--- src/rtl/supervisor_pkg.sv ---
package supervisor_pkg;

	// ----------------------------------------
	// Clock and timing
	// ----------------------------------------
	localparam longint unsigned CLK_HZ = 20_000_000;
	localparam longint unsigned WD_SHORT_MS = 100;
	localparam longint unsigned WD_LONG_MS = 1600;
	localparam longint unsigned WD_EXT_S = 100;
	localparam longint unsigned RST_PULSE_MS = 50;
	// Derived cycle counts, whole milliseconds divide exactly at this rate
	localparam logic [31:0] WD_SHORT_CYC = 32'(WD_SHORT_MS * (CLK_HZ / 1000));
	localparam logic [31:0] WD_LONG_CYC = 32'(WD_LONG_MS * (CLK_HZ / 1000));
	localparam logic [31:0] WD_EXT_CYC = 32'(WD_EXT_S * CLK_HZ);
	localparam logic [31:0] RST_PULSE_CYC = 32'(RST_PULSE_MS * (CLK_HZ / 1000));

	// ----------------------------------------
	// Register map
	// ----------------------------------------
	localparam logic [11:0] CTRL_OFS = 12'h000;
	localparam logic [11:0] STATUS_OFS = 12'h004;
	localparam logic [11:0] ID_OFS = 12'h008;
	localparam int CTRL_SUPV_EN_BIT = 0;
	localparam logic CTRL_SUPV_EN_RST = 1'b1;
	localparam logic [31:0] ID_VALUE = 32'h00005a01; // Arbitrary value
	localparam int STATUS_OUT_LSB = 0;
	localparam int STATUS_STATE_BIT = 8;
	localparam int STATUS_LONG_BIT = 9;
	localparam int STATUS_RELEASED_BIT = 10;

	// ----------------------------------------
	// Types
	// ----------------------------------------
	typedef enum logic {ST_RUN, ST_PULSE} sup_state_t;

	typedef struct packed {
		logic ce_out_n;
		logic pf_warn_n;
		logic wdog_flag_n;
		logic backup_active;
		logic low_supply_n;
		logic reset_hi;
		logic reset_n;
	} sup_out_t;

	localparam sup_out_t OUT_RST = '{ce_out_n: 1'b1, pf_warn_n: 1'b0, wdog_flag_n: 1'b1,
		backup_active: 1'b0, low_supply_n: 1'b0, reset_hi: 1'b1, reset_n: 1'b0};

endpackage

--- src/rtl/backup_mode_and_wdog_select.sv ---
// Our own choices: the placing of the registers and register access over APB.
`timescale 1ns/100ps
// Overview of operation
// - In backup reset_n, low-supply and warning are low; backup, watchdog flag and CE out high; timebase ignored.
// - In backup mode the active-high reset is driven high.
// - In backup mode the power-fail sense input has no effect on the warning output.
// - Supervision stops whenever the host releases the kick input to high impedance.
// - With the timebase select low the timeout comes from the external-capacitor timebase.
// - The external-capacitor timeout is a long parameterised count standing for 100 seconds.
// - With the timebase select high the internal oscillator gives 100 ms or 1.6 s by timebase input level.
// - A kick input without a transition for the selected timeout yields a fixed 50 ms reset pulse.
// - After any reset with the timebase select high the long timeout applies until the first kick transition after release.
// - Whenever main supply is below battery the comparison is off and the warning is low.
module backup_mode_and_wdog_select
	import supervisor_pkg::*;
#(
	parameter logic [31:0] WD_SHORT = WD_SHORT_CYC,
	parameter logic [31:0] WD_LONG = WD_LONG_CYC,
	parameter logic [31:0] WD_EXT = WD_EXT_CYC,
	parameter logic [31:0] RST_PULSE = RST_PULSE_CYC
)
(
	// Clock and reset
	input wire logic SYS_CLK,
	input wire logic NRST,
	// APB slave
	input wire logic PSEL,
	input wire logic PENABLE,
	input wire logic PWRITE,
	input wire logic [11:0] PADDR,
	input wire logic [31:0] PWDATA,
	output logic [31:0] PRDATA,
	output logic PREADY,
	output logic PSLVERR,
	// Supply conditions
	input wire logic BACKUP_MODE,
	input wire logic SUPPLY_LOW,
	input wire logic POWER_FAIL_SENSE_INPUT,
	// Watchdog and timebase pins
	input wire logic WATCHDOG_KICK_INPUT,
	input wire logic WATCHDOG_KICK_DRIVEN,
	input wire logic TIMEBASE_SELECT,
	input wire logic TIMEBASE_INPUT,
	// Chip enable gating
	input wire logic CHIP_ENABLE_IN_N,
	output logic CHIP_ENABLE_OUT_N,
	// Supervisor outputs
	output logic RESET_N,
	output logic RESET,
	output logic LOW_SUPPLY_N,
	output logic BACKUP_ACTIVE,
	output logic WATCHDOG_TIMEOUT_FLAG_N,
	output logic POWER_FAIL_WARNING_N
);

	// ----------------------------------------
	// Declarations
	// ----------------------------------------
	sup_state_t state_q;
	sup_out_t out_q;
	logic supv_en_q;
	logic long_q;
	logic kick_prev_q;
	logic [31:0] pulse_cnt_q;
	logic [31:0] prdata_q;
	logic slverr_q;
	logic kick_edge;
	logic wd_run;
	logic wd_restart;
	logic wd_expire;
	logic [31:0] wd_limit;
	logic [31:0] wd_count;
	logic pulse_done;
	logic setup_ph;
	logic wr_ctrl;

	// ----------------------------------------
	// APB slave
	// ----------------------------------------
	// Zero wait states; data and error are latched in the setup cycle
	assign setup_ph = PSEL && !PENABLE;
	assign wr_ctrl = PSEL && PENABLE && PWRITE && (PADDR == CTRL_OFS);
	assign PREADY = 1'b1;
	assign PRDATA = prdata_q;
	assign PSLVERR = slverr_q;

	// Read data capture and unmapped-address error
	always_ff @(posedge SYS_CLK or negedge NRST)
	begin
		if (!NRST)
		begin
			prdata_q <= '0;
			slverr_q <= 1'b0;
		end
		else if (setup_ph)
		begin
			prdata_q <= '0;
			slverr_q <= 1'b0;
			unique case (PADDR)
				CTRL_OFS: prdata_q[CTRL_SUPV_EN_BIT] <= supv_en_q;
				STATUS_OFS:
				begin
					prdata_q[STATUS_OUT_LSB +: $bits(sup_out_t)] <= out_q;
					prdata_q[STATUS_STATE_BIT] <= (state_q == ST_PULSE);
					prdata_q[STATUS_LONG_BIT] <= long_q;
					prdata_q[STATUS_RELEASED_BIT] <= !WATCHDOG_KICK_DRIVEN;
				end
				ID_OFS: prdata_q <= ID_VALUE;
				default: slverr_q <= 1'b1;
			endcase
		end
	end

	// Software supervision enable
	always_ff @(posedge SYS_CLK or negedge NRST)
	begin
		if (!NRST)
			supv_en_q <= CTRL_SUPV_EN_RST;
		else if (wr_ctrl)
			supv_en_q <= PWDATA[CTRL_SUPV_EN_BIT];
	end

	// ----------------------------------------
	// Watchdog
	// ----------------------------------------
	// A level only counts while the host drives the pin
	assign kick_edge = WATCHDOG_KICK_DRIVEN && (WATCHDOG_KICK_INPUT != kick_prev_q);

	always_ff @(posedge SYS_CLK or negedge NRST)
	begin
		if (!NRST)
			kick_prev_q <= 1'b0;
		else if (WATCHDOG_KICK_DRIVEN)
			kick_prev_q <= WATCHDOG_KICK_INPUT;
	end

	// Period selection; the pins are don't-care while in backup
	always_comb
	begin
		if (long_q)
			wd_limit = TIMEBASE_SELECT ? WD_LONG : WD_EXT;
		else if (!TIMEBASE_SELECT)
			wd_limit = WD_EXT;
		else
			wd_limit = TIMEBASE_INPUT ? WD_LONG : WD_SHORT;
	end

	// Released pin, software disable or backup pauses supervision
	assign wd_run = (state_q == ST_RUN) && WATCHDOG_KICK_DRIVEN && supv_en_q && !BACKUP_MODE;
	assign wd_restart = kick_edge;

	watchdog_timer #(.CW(32)) u_timer (
		.clk(SYS_CLK),
		.rst_n(NRST),
		.run(wd_run),
		.restart(wd_restart),
		.limit(wd_limit),
		.expire(wd_expire),
		.count(wd_count)
	);

	// Long period held from any reset until the first kick after release
	always_ff @(posedge SYS_CLK or negedge NRST)
	begin
		if (!NRST)
			long_q <= 1'b1;
		else if (state_q == ST_PULSE)
			long_q <= 1'b1;
		else if (kick_edge)
			long_q <= 1'b0;
	end

	// ----------------------------------------
	// Reset sequencing
	// ----------------------------------------
	assign pulse_done = (pulse_cnt_q >= RST_PULSE - 32'h0000_0001) && !SUPPLY_LOW && !BACKUP_MODE;

	// Pulse length counter, held at zero while the supply is bad
	always_ff @(posedge SYS_CLK or negedge NRST)
	begin
		if (!NRST)
			pulse_cnt_q <= '0;
		else if (state_q != ST_PULSE || SUPPLY_LOW || BACKUP_MODE)
			pulse_cnt_q <= '0;
		else
			pulse_cnt_q <= pulse_cnt_q + 32'h0000_0001;
	end

	// Supervisor state
	always_ff @(posedge SYS_CLK or negedge NRST)
	begin
		if (!NRST)
			state_q <= ST_PULSE;
		else
			unique case (state_q)
				ST_RUN:
					if (SUPPLY_LOW || BACKUP_MODE || wd_expire)
						state_q <= ST_PULSE;
				ST_PULSE:
					if (pulse_done)
						state_q <= ST_RUN;
			endcase
	end

	// ----------------------------------------
	// Output levels
	// ----------------------------------------
	// Backup forces every level; comparator is off so sense is not looked at
	always_ff @(posedge SYS_CLK or negedge NRST)
	begin
		if (!NRST)
			out_q <= OUT_RST;
		else if (BACKUP_MODE)
		begin
			out_q.reset_n <= 1'b0;
			out_q.reset_hi <= 1'b1;
			out_q.low_supply_n <= 1'b0;
			out_q.backup_active <= 1'b1;
			out_q.wdog_flag_n <= 1'b1;
			out_q.pf_warn_n <= 1'b0;
			out_q.ce_out_n <= 1'b1;
		end
		else
		begin
			out_q.reset_n <= (state_q == ST_RUN) && !SUPPLY_LOW && !wd_expire;
			out_q.reset_hi <= !((state_q == ST_RUN) && !SUPPLY_LOW && !wd_expire);
			out_q.low_supply_n <= !SUPPLY_LOW;
			out_q.backup_active <= 1'b0;
			// Timeout wins over a low supply in the same cycle so the event is kept
			if (wd_expire)
				out_q.wdog_flag_n <= 1'b0;
			else if (kick_edge || SUPPLY_LOW)
				out_q.wdog_flag_n <= 1'b1;
			out_q.pf_warn_n <= POWER_FAIL_SENSE_INPUT;
			out_q.ce_out_n <= CHIP_ENABLE_IN_N || SUPPLY_LOW;
		end
	end

	assign RESET_N = out_q.reset_n;
	assign RESET = out_q.reset_hi;
	assign LOW_SUPPLY_N = out_q.low_supply_n;
	assign BACKUP_ACTIVE = out_q.backup_active;
	assign WATCHDOG_TIMEOUT_FLAG_N = out_q.wdog_flag_n;
	assign POWER_FAIL_WARNING_N = out_q.pf_warn_n;
	assign CHIP_ENABLE_OUT_N = out_q.ce_out_n;

	// ----------------------------------------
	// Assertions
	// ----------------------------------------
	AST_BACKUP_LEVELS: assert property (@(posedge SYS_CLK) disable iff (!NRST)
		BACKUP_MODE |=> (!RESET_N && !LOW_SUPPLY_N && BACKUP_ACTIVE && WATCHDOG_TIMEOUT_FLAG_N && CHIP_ENABLE_OUT_N))
		else $error("backup levels wrong");
	AST_BACKUP_RESET_HIGH: assert property (@(posedge SYS_CLK) disable iff (!NRST)
		BACKUP_MODE |=> RESET && (state_q == ST_PULSE))
		else $error("reset not high in backup");
	AST_BACKUP_PF_LOW: assert property (@(posedge SYS_CLK) disable iff (!NRST)
		BACKUP_MODE [*2] |=> !POWER_FAIL_WARNING_N && $stable(POWER_FAIL_WARNING_N))
		else $error("warning follows sense in backup");
	AST_RELEASED_IDLE: assert property (@(posedge SYS_CLK) disable iff (!NRST)
		!WATCHDOG_KICK_DRIVEN |=> (wd_count == 32'h0000_0000) && !wd_expire)
		else $error("watchdog counts while released");
	AST_EXT_TIMEBASE: assert property (@(posedge SYS_CLK) disable iff (!NRST)
		!TIMEBASE_SELECT |-> (wd_limit == WD_EXT))
		else $error("external timebase not used");
	AST_INT_TIMEBASE: assert property (@(posedge SYS_CLK) disable iff (!NRST)
		(TIMEBASE_SELECT && !long_q) |-> (wd_limit == (TIMEBASE_INPUT ? WD_LONG : WD_SHORT)))
		else $error("internal period wrong");
	AST_EXPIRE_RESET: assert property (@(posedge SYS_CLK) disable iff (!NRST)
		wd_expire |=> !RESET_N && RESET && !WATCHDOG_TIMEOUT_FLAG_N && (state_q == ST_PULSE))
		else $error("timeout without reset");
	AST_PULSE_END: assert property (@(posedge SYS_CLK) disable iff (!NRST)
		(state_q == ST_PULSE) && (pulse_cnt_q < RST_PULSE - 32'h0000_0001) |=> (state_q == ST_PULSE))
		else $error("reset pulse too short");
	AST_LONG_AFTER_RESET: assert property (@(posedge SYS_CLK) disable iff (!NRST)
		(state_q == ST_PULSE) ##1 (state_q == ST_RUN) |-> long_q && (wd_limit == (TIMEBASE_SELECT ? WD_LONG : WD_EXT)))
		else $error("long period not applied after reset");
	AST_PF_FOLLOWS: assert property (@(posedge SYS_CLK) disable iff (!NRST)
		!BACKUP_MODE |=> (POWER_FAIL_WARNING_N == $past(POWER_FAIL_SENSE_INPUT)))
		else $error("warning does not follow sense");

	COV_WD_RESET: cover property (@(posedge SYS_CLK) disable iff (!NRST) wd_expire ##1 (state_q == ST_PULSE));
	COV_BACKUP: cover property (@(posedge SYS_CLK) disable iff (!NRST) $rose(BACKUP_MODE));
	COV_SHORT_PERIOD: cover property (@(posedge SYS_CLK) disable iff (!NRST) wd_run && (wd_limit == WD_SHORT));
	COV_RELEASE: cover property (@(posedge SYS_CLK) disable iff (!NRST) $fell(WATCHDOG_KICK_DRIVEN));

endmodule

--- src/rtl/watchdog_timer.sv ---
`timescale 1ns/100ps
module watchdog_timer
	import supervisor_pkg::*;
#(
	parameter int CW = 32
)
(
	// Clock and reset
	input wire logic clk,
	input wire logic rst_n,
	// Control
	input wire logic run,
	input wire logic restart,
	input wire logic [CW-1:0] limit,
	// Status
	output logic expire,
	output logic [CW-1:0] count
);

	logic [CW-1:0] count_q;

	// Expiry on the last cycle of the period; restart dominates
	assign expire = run && !restart && (count_q >= limit - CW'(1));
	assign count = count_q;

	// Period counter, cleared whenever supervision pauses
	always_ff @(posedge clk or negedge rst_n)
	begin
		if (!rst_n)
			count_q <= '0;
		else if (!run || restart || expire)
			count_q <= '0;
		else
			count_q <= count_q + CW'(1);
	end

endmodule

--- config.mk ---
export PLATFORM = sky130hd
export DESIGN_NAME = backup_mode_and_wdog_select
export DESIGN_NICKNAME = d
export VERILOG_FILES = /design/src/rtl/supervisor_pkg.sv /design/src/rtl/backup_mode_and_wdog_select.sv /design/src/rtl/watchdog_timer.sv
export SDC_FILE = /design/constraint.sdc
export NUM_CORES = 1
export LEC_CHECK = 0
export BUFFER_PORTS_ARGS = -buffer_cell sky130_fd_sc_hd__buf_2
export CORE_MARGIN = 8
export CORE_UTILIZATION = 46
export DETAILED_ROUTE_END_ITERATION = 10
export HOLD_SLACK_MARGIN = 0.02
export PLACE_DENSITY = 0.66
export SLEW_MARGIN = 15
export SYNTH_ARGS = -nofsm -noshare
export SYNTH_HDL_FRONTEND = slang
export SYNTH_SLANG_ARGS = --single-unit
--- constraint.sdc ---
create_clock -name SYS_CLK -period 6.5 [get_ports SYS_CLK]
set_clock_uncertainty 0.05 [all_clocks]
set_input_delay 1.3 -clock SYS_CLK [delete_from_list [all_inputs] [get_ports SYS_CLK]]
set_output_delay 1.3 -clock SYS_CLK [all_outputs]
set_load 0.1 [all_outputs]
==> impl_results.md, run 1 <==
* Result of the run: completed
* Transition time at the pin with the least slew margin at around 1 ns
* Final number of max-transition violations at 0
* Antenna Diode Count at 0
* Endpoint required time on the critical path at between 6 and 7 ns
* Hold Path Sink: PRDATA[0]
* Count of antenna-violating nets left after detailed routing at 0
* Post-layout utilization of the core at 51.2%
* Startpoint of the most critical register-to-register path: long_q
* Clock tree from TritonCTS: done
* Power Density at 201 nW/um^2
* Total wire length after detailed routing at 9390 um
* Largest vdd supply drop at 0.0000870 V
* Total power at 1050 uW
* GRT Resource Usage Total at 13.9%
* Longest Clk Path Bufs at 2
* Total non-filler cell area in the finished layout at 5240 sq um
* Leading cell types in the layout, fill and taps excluded: sky130_fd_sc_hd__dfrtp_1, sky130_fd_sc_hd__nor2_1, sky130_fd_sc_hd__buf_2, sky130_fd_sc_hd__xor2_1, sky130_fd_sc_hd__nand2_1
* Number of CTS-inserted buffers at 9
* Register-to-register setup slack at 3.25 ns
* Slew margin rel. at 33.2%
* Starting Density at 46.8%
* Global-route congestion overflow total at 0
* Synth Flop Type: sky130_fd_sc_hd__dfrtp_1
* Mean instance size in the synthesized netlist at around 9.6 sq um
* Maximum achievable frequency at 0.257 GHz
* Synth-to-Final Area Change at 9.27%
* Register bit count reported by yosys at between 80 and 90
* TritonCTS Sinks at 87
* Number of instances in the synthesized netlist at 500
* Max H-tree Level at 3
* Fraction of final layout cells sized beyond drive strength 1 at 14.1%
* Insertion delay to the later sink of the worst-skew pair at around 0.35 ns
* Post-CTS Setup Bufs at 0
* Total setup violations reported at the end of the flow at 0
* Setup crit start kind: input pin
* Post-CTS Hold Buffers at 0
* Count of nets after finishing at 625
* Clock-pin transition on the worst setup and hold timing paths at 0.09 ns
* Antenna violations before repair at 0
* Routability cong. at 0.800
* Die W at 118 um
* Worst R2R End: u_timer.count[2]
* Post-synth EDFFs at 0
* Setup CP Type: in -> reg
* Sequential-to-total area share from yosys stat at 45.6%
* Length of the first detailed-routing pass in iterations at 4
* Cell type with the highest aggregate area in the netlist: sky130_fd_sc_hd__dfrtp_1
* Number of global-route vias before repair at approximately 3500
* Number of cells on the worst reg-to-reg path at 11
* Global-route wire length before repair at 16400 um
* Core box area at ~10000 sq um
* Area of the die at 13900 sq um
* Via density at 5.19
* Fraction of synthesized cell area taken by the top area cell type at 42.3%
* Post-layout minimum cycle time at 3.89 ns
* Worst min-delay path class: reg -> reg
* Number of DRC violations after detailed-routing iteration 0 at roughly 210
* Area contributors post-synth: sky130_fd_sc_hd__dfrtp_1, sky130_fd_sc_hd__ha_1, sky130_fd_sc_hd__xor2_1
* Max FO, Critical Path at 32
* Post-cts gate resize count at 0
* Pin count of the biggest net entering global routing at 62
* Die Ht at 118 um
* Max-cap violations at 0
* Crit path capture type: flip-flop
* Unrepaired setup endpoints after global routing: false
* Clock Tree Root: sky130_fd_sc_hd__clkbuf_8
* Unique masters post-synth at between 40 and 50
* Fraction of synthesis flops using an asynchronous set or reset pin at 100%
* Area of the mapped netlist at 4790 sq um
* HPWL reported at the end of detailed placement at 6860 um
* Hold Path Origin: PRDATA[0]
* Arrival time of data at the critical path endpoint at 4.12 ns
* Most common cell after layout, fill and taps aside: sky130_fd_sc_hd__dfrtp_1
* Cell row count at 37
* Synthesis Warnings at 0
* Worst hold stages at 2
* Cell leakage power at 0.00242 uW
* DRC violation count after routing at 0
* Portion of the clock cycle consumed by the worst path in the final layout at 59.9%
* Post-DR wirelength/cell at about 14 um
* Setup TNS at 0 ns
* Overall via count from detail_route at 3531
* Top Ports at between 90 and 100
* I/O Buffers at 46
* Instance area at placement at 5020 sq um
* Final count of hold timing violations at 0
==> power by group <==
group	internal, uW	total [uW]	switching, uW
registers	544	546	1.88
logic	14.4	109	94.9
clock network	193	397	204
==> per-layer routing <==
metal	part of all wire, %	wire [um]	GRT usage, %
met1	48	4480	17.6
met2	47	4430	23.0
met3	3.9	365	3.17
met4	1.2	116	4.64
met5	0	0	0
==> sequential cells by signal, indices dropped and copies added, names as in the netlist <==
signal / flops
long_q: 1
CHIP_ENABLE_OUT_N: 1
kick_prev_q: 1
WATCHDOG_TIMEOUT_FLAG_N: 1
LOW_SUPPLY_N: 1
pulse_cnt_q: 32
u_timer.count: 32
BACKUP_ACTIVE: 1
supv_en_q: 1
RESET: 1
state_q: 1
POWER_FAIL_WARNING_N: 1
PRDATA: 11
RESET_N: 1
PSLVERR: 1
==> worst max-delay path, stage by stage <==
cell                       delay [ns]
sky130_fd_sc_hd__buf_2           0.12
sky130_fd_sc_hd__o21ai_1         0.38
sky130_fd_sc_hd__inv_1           0.09
sky130_fd_sc_hd__ha_1            0.20
sky130_fd_sc_hd__o21ai_0         0.18
sky130_fd_sc_hd__ha_1            0.29
sky130_fd_sc_hd__a21oi_1         0.13
sky130_fd_sc_hd__o21ai_0         0.10
sky130_fd_sc_hd__a221o_1         0.30
sky130_fd_sc_hd__nor3_1          0.43
sky130_fd_sc_hd__nand3b_4        0.40
sky130_fd_sc_hd__nor2_1          0.21
==> per-stage QoR <==
step	cells	worst slack, ns	hold WS (ns)
2_1_floorplan	522	2.66	0.400
3_3_place_gp	665	2.33	0.408
3_5_place_dp	665	2.25	0.421
4_1_cts	681	2.62	0.442
5_1_grt	681	2.30	0.466
6_report	681	2.61	0.437
==> synth_stat cells, drive strengths merged (2+ instances only) <==
cell type / n
dfrtp: 81
mux2: 2
clkbuf: 14
and3: 18
a22o: 7
xnor2: 17
a21oi: 17
nor4: 6
or4: 4
nor3: 14
o31ai: 2
nand3: 29
xor2: 40
nand2b: 2
o41ai: 2
or3: 5
dfstp: 6
nand4: 18
ha: 28
inv: 14
nand3b: 3
o21ai: 11
buf: 26
nor2: 74
a21o: 3
and2: 2
and4: 3
nor4b: 2
conb: 2
nand2: 39
==> how the worst max path moves through the flow <==
| stage | startpoint | end | slack [ns] | cells after the start |
|---|---|---|---|---|
| final | TIMEBASE_INPUT | u_timer.count[2] | 2.61 | 12 |
| after floorplan | TIMEBASE_SELECT | RESET | 2.66 | 12 |
| after global placement | TIMEBASE_INPUT | u_timer.count[31] | 2.33 | 12 |
| after global routing | TIMEBASE_INPUT | u_timer.count[8] | 2.30 | 12 |
| after detailed placement | TIMEBASE_INPUT | u_timer.count[2] | 2.25 | 12 |
| after CTS | TIMEBASE_INPUT | u_timer.count[31] | 2.62 | 12 |
==> final cells by class <==
| type | instances | area, sq um |
|---|---|---|
| Inverter | 14 | 52.6 |
| Clock inverter | 6 | 72.6 |
| Multi-Input combinational cell | 381 | 2380 |
| Timing Repair Buffer | 47 | 240 |
| Clock buffer | 10 | 138 |
| Tap cell | 136 | 170 |
| Sequential cell | 87 | 2180 |
| Fill cell | 932 | 5000 |
==> cell families (layout without fill, tap and decap cells) <==
| kind of cell | Yosys count | after routing | synth area share (%) |
|---|---|---|---|
| fa+ha+maj | 28 | 28 | 7.31 |
| mux | 2 | 2 | 0.470 |
| flops | 87 | 87 | 45.6 |
| xor+xnor | 57 | 57 | 10.4 |
| simple gates | 222 | 222 | 23.0 |
| compound gates | 48 | 48 | 6.50 |
| buf+inv | 54 | 77 | 6.50 |
| other cells | 2 | 24 | 0.157 |
Power figures use the tool's default switching activity.
==> inputs of run 2 (changes only) <==
ABC_AREA = 1   (was not set)
PLACE_DENSITY = 0.65   (was 0.66)
clock period = 3.9 ns   (was 6.5 ns; I/O delays follow)
==> run 2 against run 1 <==
Via count is 29% higher. Global-route usage up 2.3 points. Clock power rose to 2.7 times the previous value. Die area rose by 12%. Highest routed layer unchanged. Non-clock buffer count is 4 higher. Count of clock-buffer cells in the layout increased by 1. Synthesized cell count grew 41%. Sequential cell count is the same. Sequential share of layout area down 6.3 points.
==> impl_results.md, run 2 <==
* Routability cong. at ~0.89
* Result of the run: completed
* Crit path capture type: flip-flop
* Max-cap violations at 0
* Largest delay share family, worst path: simple AND/OR/NAND/NOR gates
* Power Density at around 350 nW/um^2
* Core box area at between 10000 and 15000 sq um
* Area of the die at 15700 sq um
* Final count of hold timing violations at 0
* Post-synth EDFFs at 0
* Post-cts gate resize count at 0
* Starting Density at 46.4%
* Fillers at 1130
* Global-route congestion overflow total at 0
* Hold slack at about 0.41 ns
* Levels on crit path at 19
* Fraction of synthesized cell area taken by the top area cell type at ~37%
* Endpoint required time on the critical path at 4.12 ns
* Max H-tree Level at 3
* Critical path buffers and inverters at 5
* Worst min-delay path class: reg -> reg
* Maximum achievable frequency at approximately 0.32 GHz
* Pin count of the biggest net entering global routing at 88
* Number of CTS-inserted buffers at 9
* Global-route wire length before repair at 21400 um
* Top Ports at 98
* Setup TNS at 0 ns
* Post-DR wirelength/cell at 13.4 um
* Cell leakage power at 0.00296 uW
* Number of cells on the worst reg-to-reg path at 18
* Via density at 5.03
* TritonCTS Sinks at 87
* Fraction of final layout cells sized beyond drive strength 1 at 15.7%
* Final number of max-transition violations at 0
* Area contributors post-synth: sky130_fd_sc_hd__dfrtp_1, sky130_fd_sc_hd__nand2_1, sky130_fd_sc_hd__nor2_1
* Antenna Diode Count at 0
* Number of instances in the synthesized netlist at 704
* GRT Resource Usage Total at 16.2%
* Count of nets after finishing at 837
* Insertion delay to the later sink of the worst-skew pair at around 0.35 ns
* I/O Buffers at 46
* Number of global-route vias before repair at 4744
* Die W at 125 um
* Count of antenna-violating nets left after detailed routing at 0
* Clock tree from TritonCTS: done
* Transition time at the pin with the least slew margin at 0.789 ns
* Area of the mapped netlist at 5480 sq um
* Cell type with the highest aggregate area in the netlist: sky130_fd_sc_hd__dfrtp_1
* Final non-filler cell total at 904
* Overall via count from detail_route at 4543
* Length of the first detailed-routing pass in iterations at 4
* Synth-to-Final Area Change at 12.6%
* Slew margin rel. at 47.4%
* Worst path max stage delay at 0.28 ns
* Largest vdd supply drop at 0.000177 V
* CP max stage cell: sky130_fd_sc_hd__buf_4
* Worst path most repeated cell: sky130_fd_sc_hd__nand2_1
* Mean instance size in the synthesized netlist at 7.78 sq um
* Synthesis Warnings at 0
* Worst hold stages at 1
* Portion of the clock cycle consumed by the worst path in the final layout at 80.2%
* Synth Flop Type: sky130_fd_sc_hd__dfrtp_1
* Most common cell after layout, fill and taps aside: sky130_fd_sc_hd__nand2_1
* Unrepaired setup endpoints after global routing: false
* Final Worst Setup Slack at 0.771 ns
* Sequential-to-total area share from yosys stat at 39.9%
* Antenna violations before repair at 0
* Unique masters post-synth at 44
* Leading cell types in the layout, fill and taps excluded: sky130_fd_sc_hd__nand2_1, sky130_fd_sc_hd__nor2_1, sky130_fd_sc_hd__dfrtp_1, sky130_fd_sc_hd__inv_1, sky130_fd_sc_hd__buf_2
* Crit-path cells: buf_2, nor2_1, nand2_1, nand2_1, inv_1, ha_1, o21ai_0, ha_1, nand2_1, inv_1, nand2_1, nand2_1, nand2_1, nand2_1, a21oi_1, nand3_2, buf_4, buf_4, nor2_1
* Post-CTS Setup Bufs at 0
* Max FO, Critical Path at 16
* Setup crit start kind: input pin
* Register bit count reported by yosys at just under 90
* Clock-pin transition on the worst setup and hold timing paths at approximately 0.060 ns
* Post-CTS Hold Buffers at 0
* Number of DRC violations after detailed-routing iteration 0 at 318
* Leading post-synthesis cells by instance count: sky130_fd_sc_hd__nand2_1, sky130_fd_sc_hd__nor2_1, sky130_fd_sc_hd__dfrtp_1, sky130_fd_sc_hd__inv_1, sky130_fd_sc_hd__nor3_1
* Setup slack after placement at 0.456 ns
* Fraction of synthesis flops using an asynchronous set or reset pin at 100%
* Setup CP Type: in -> reg
* Total wire length after detailed routing at roughly 12000 um
* Number of placed instances with taps included at 888
* Total setup violations reported at the end of the flow at 0
* Clock Tree Root: sky130_fd_sc_hd__clkbuf_16
* Post-layout minimum cycle time at 3.13 ns
* DRC violation count after routing at 0
* Arrival time of data at the critical path endpoint at 3.35 ns
* Longest Clk Path Bufs at 2
* Cell row count at 40
* HPWL reported at the end of detailed placement at 9190 um
* Die Ht at between 100 and 150 um
* Count leader, synth: sky130_fd_sc_hd__nand2_1
run 2: cell types whose count changed in the layout (fill, tap and decap cells not counted), sizes merged, moves of 5 or more:
cell,previous run,this run
and3,18,0
inv,17,77
a22o,7,0
o21ai,11,21
nor3,14,41
or3,5,0
a21oi,17,25
xnor2,17,8
xor2,40,17
nor2,74,128
nand2,39,155
run 2: kinds of logic after synthesis:
family	synth area share [%]
AO/OA/AOI/OAI	5.78
XOR/XNOR	4.00
adder cells (fa/ha/maj)	6.39
buffers and inverters	9.38
flip-flops	39.9
other	0.137
AND/OR/NAND/NOR	34.5
run 2: cell type report:
class	count	area, sq um	share of cell area (%)
clock buffer	11	243	3.93
clock inverter	5	129	2.09
inverter	78	293	4.74
multi-input combinational	525	2860	46.4
sequential	87	2180	35.4
tap	147	184	2.98
timing repair buffer	51	274	4.44
run 2: report_power, final:
group | internal, uW | switching (uW) | total (uW)
logic | 25.7 | 162 | 188
clock network | 710 | 359 | 1070
registers | 908 | 3.33 | 911
run 2: worst paths after layout:
path | start | endpoint | slack (ns)
worst max register to register | long_q | u_timer.count[0] | 0.93
min in group asynchronous | NRST | u_timer.count[31] | 0.44
worst max-delay path | TIMEBASE_INPUT | u_timer.count[0] | 0.77
max in group asynchronous | NRST | pulse_cnt_q[5] | 2.82
worst min register to register | pulse_cnt_q[0] | pulse_cnt_q[0] | 0.41
worst min-delay path | pulse_cnt_q[0] | pulse_cnt_q[0] | 0.41
run 2: worst reg2reg max path: stages, from the launching register on:
cell                      delay [ns]
sky130_fd_sc_hd__dfstp_2        0.37
sky130_fd_sc_hd__nor2_1         0.19
sky130_fd_sc_hd__nand2_1        0.11
sky130_fd_sc_hd__nand2_1        0.19
sky130_fd_sc_hd__inv_1          0.07
sky130_fd_sc_hd__ha_1           0.19
sky130_fd_sc_hd__o21ai_0        0.18
sky130_fd_sc_hd__ha_1           0.27
sky130_fd_sc_hd__nand2_1        0.07
sky130_fd_sc_hd__inv_1          0.05
sky130_fd_sc_hd__nand2_1        0.06
sky130_fd_sc_hd__nand2_1        0.04
sky130_fd_sc_hd__nand2_1        0.05
sky130_fd_sc_hd__nand2_1        0.05
sky130_fd_sc_hd__a21oi_1        0.19
sky130_fd_sc_hd__nand3_2        0.24
sky130_fd_sc_hd__buf_4          0.28
sky130_fd_sc_hd__buf_4          0.16
sky130_fd_sc_hd__nor2_1         0.08
run 2: metal layers:
metal	global-route usage, %	wire length, um	share of wire [%]
met1	19.0	5500	45
met2	28.0	5860	48
met3	3.95	592	4.9
met4	6.16	178	1.5
met5	0	0	0
run 2: metrics by stage:
stage	total power (uW)	cell area [sq um]	util, %
3_5_place_dp	1120	5800	49.1
6_report	2170	6170	52.2
2_1_floorplan	1090	5560	-
3_3_place_gp	1110	5800	49.1
4_1_cts	2190	6170	52.2
5_1_grt	2230	6170	52.2
==> inputs of run 3 (changes only) <==
clock period = 2.95 ns   (was 3.9 ns; I/O delays follow)
==> run 3 against run 2 <==
Register-to-register slack got worse by 0.66 ns. Cell area about the same. Via count increased by 0.35%. Sequential power increased by 32%. Global-route usage decreased by 0.62 points. First-iteration DRC count increased by 2.2%. Critical path depth decreased by 2. Critical endpoint is now u_timer.count[6]. Highest routed layer unchanged.
==> impl_results.md, run 3 (synthesis results as in run 2) <==
* Result of the run: completed
* Unrepaired setup endpoints after global routing: false
* Max H-tree Level at 3
* Overall via count from detail_route at between 4000 and 5000
* Setup TNS at 0 ns
* HPWL reported at the end of detailed placement at 9320 um
* Post-layout minimum cycle time at 2.68 ns
* Most common cell after layout, fill and taps aside: sky130_fd_sc_hd__nand2_1
* Maximum achievable frequency at between 0.3 and 0.4 GHz
* Die W at 125 um
* Count of nets after finishing at approximately 840
* Number of DRC violations after detailed-routing iteration 0 at approximately 330
* Cell row count at 40
* Clock tree from TritonCTS: done
* Transition time at the pin with the least slew margin at 0.695 ns
* Longest Clk Path Bufs at 2
* Post-cts gate resize count at 0
* Arrival time of data at the critical path endpoint at ~2.9 ns
* Endpoint required time on the critical path at 3.15 ns
* Total wire length after detailed routing at 11900 um
* Global-route wire length before repair at 20500 um
* Post-DR wirelength/cell at 13.1 um
* Synth-to-Final Area Change at 12.7%
* Starting Density at a little under half
* DRC violation count after routing at 0
* Storage element area at 2180 sq um
* Worst min-delay path class: in -> async
* Final count of hold timing violations at 0
* Pin count of the biggest net entering global routing at 48
* Max FO, Critical Path at 14
* Final Worst Setup Slack at around 0.27 ns
* Setup CP Type: reg -> reg
* GRT Resource Usage Total at 15.6%
* Routability cong. at approximately 0.9
* Post-CTS Hold Buffers at 0
* Portion of the clock cycle consumed by the worst path in the final layout at 91.0%
* TritonCTS Sinks at 87
* Instance area at placement at 5850 sq um
* Top Ports at 98
* Fillers at 1127
* Largest vdd supply drop at 0.000230 V
* Length of the first detailed-routing pass in iterations at 4
* Number of global-route vias before repair at 4502
* Global-route congestion overflow total at 0
* Core box area at 11800 sq um
* Clock Tree Root: sky130_fd_sc_hd__clkbuf_16
* Antenna violations before repair at 0
* Total setup violations reported at the end of the flow at 0
* Post-CTS Setup Bufs at 0
* Area of the die at approximately 16000 sq um
* Antenna Diode Count at 0
* Slew margin rel. at 53.6%
* I/O Buffers at 46
* Number of CTS-inserted buffers at 9
* Clock-pin transition on the worst setup and hold timing paths at 0.07 ns
* Max-cap violations at 0
* Die Ht at 125 um
* Cell leakage power at 0.00297 uW
* Leading cell types in the layout, fill and taps excluded: sky130_fd_sc_hd__nand2_1, sky130_fd_sc_hd__nor2_1, sky130_fd_sc_hd__dfrtp_1, sky130_fd_sc_hd__inv_1, sky130_fd_sc_hd__buf_2
* Count of antenna-violating nets left after detailed routing at 0
* Crit path capture type: flip-flop
* Fraction of final layout cells sized beyond drive strength 1 at between 15 and 20%
* Total non-filler cell area in the finished layout at between 6000 and 7000 sq um
* Setup crit start kind: flip-flop
* Via density at 5.02
* Final number of max-transition violations at 0
* Area taken by multi-input logic gates at 2860 sq um
* Insertion delay to the later sink of the worst-skew pair at 0.34 ns
* Power Density at 441 nW/um^2
* Setup slack after placement at -0.0355 ns
[run 3: changes by cell type in the layout (fill, tap and decap cells not counted), sizes merged]
cell    before  now
bufinv       4    2
buf         51   56
clkinv       2    3
inv         77   80
clkbuf      11    9
[run 3: power by group]
| part | internal [uW] | total [uW] | leakage [uW] | switching [uW] |
|---|---|---|---|---|
| combinational | 37.8 | 253 | 0.00163 | 215 |
| sequential | 1200 | 1200 | 0.00119 | 4.03 |
| clock | 755 | 1270 | 0.000161 | 513 |
| total | 1990 | 2720 | 0.00297 | 732 |
[run 3: area by class of cell]
class,instances,area share (%)
Clock buffer,9,3.65
Timing Repair Buffer,56,5.19
Sequential cell,87,35.4
Multi-Input combinational cell,525,46.4
Clock inverter,7,1.68
Tap cell,147,2.98
Inverter,78,4.74
[run 3: worst max-delay path, cell delays in order, from the launching register on]
cell and delay (ns):
sky130_fd_sc_hd__dfstp_2 0.37, sky130_fd_sc_hd__nor2_1 0.20, sky130_fd_sc_hd__nand2_1 0.13, sky130_fd_sc_hd__nand2_1 0.10
sky130_fd_sc_hd__inv_1 0.04, sky130_fd_sc_hd__ha_1 0.18, sky130_fd_sc_hd__o21ai_0 0.17, sky130_fd_sc_hd__ha_1 0.27
sky130_fd_sc_hd__nand2_1 0.06, sky130_fd_sc_hd__inv_1 0.05, sky130_fd_sc_hd__nand2_1 0.06, sky130_fd_sc_hd__nand2_1 0.05
sky130_fd_sc_hd__nand2_1 0.06, sky130_fd_sc_hd__nand2_1 0.05, sky130_fd_sc_hd__a21oi_1 0.19, sky130_fd_sc_hd__nand3_2 0.18
sky130_fd_sc_hd__buf_4 0.23, sky130_fd_sc_hd__nor3_1 0.16
[run 3: path summary, 6_finish.rpt]
path                       cells past startpoint            from                 to  slack [ns]
max in group asynchronous                      2            NRST          supv_en_q        1.99
setup reg to reg                              17          long_q   u_timer.count[6]        0.27
hold / removal                                 1            NRST  u_timer.count[29]        0.21
hold reg to reg                                1  pulse_cnt_q[0]     pulse_cnt_q[0]        0.40
setup / recovery                              17          long_q   u_timer.count[6]        0.27
min in group SYS_CLK                           1     BACKUP_MODE      BACKUP_ACTIVE        0.36
[run 3: metrics by stage]
stage | hold WS, ns | power, uW | util (%) | cells
2_1_floorplan | 0.244 | 1440 | - | 726
3_3_place_gp | 0.395 | 1480 | 49.5 | 893
3_5_place_dp | 0.401 | 1480 | 49.5 | 893
4_1_cts | 0.237 | 2750 | 52.3 | 909
5_1_grt | 0.258 | 2810 | 52.3 | 909
6_report | 0.205 | 2720 | 52.3 | 909
[run 3: layer usage]
layer	routed length [um]	share of wire [%]	GRT usage, %	vias up
met4	155	1.3	5.30	0
li1	-	-	-	2333
met2	5690	48	26.2	107
met3	664	5.6	4.16	12
met5	0	0	0	-
met1	5420	45	18.8	2107
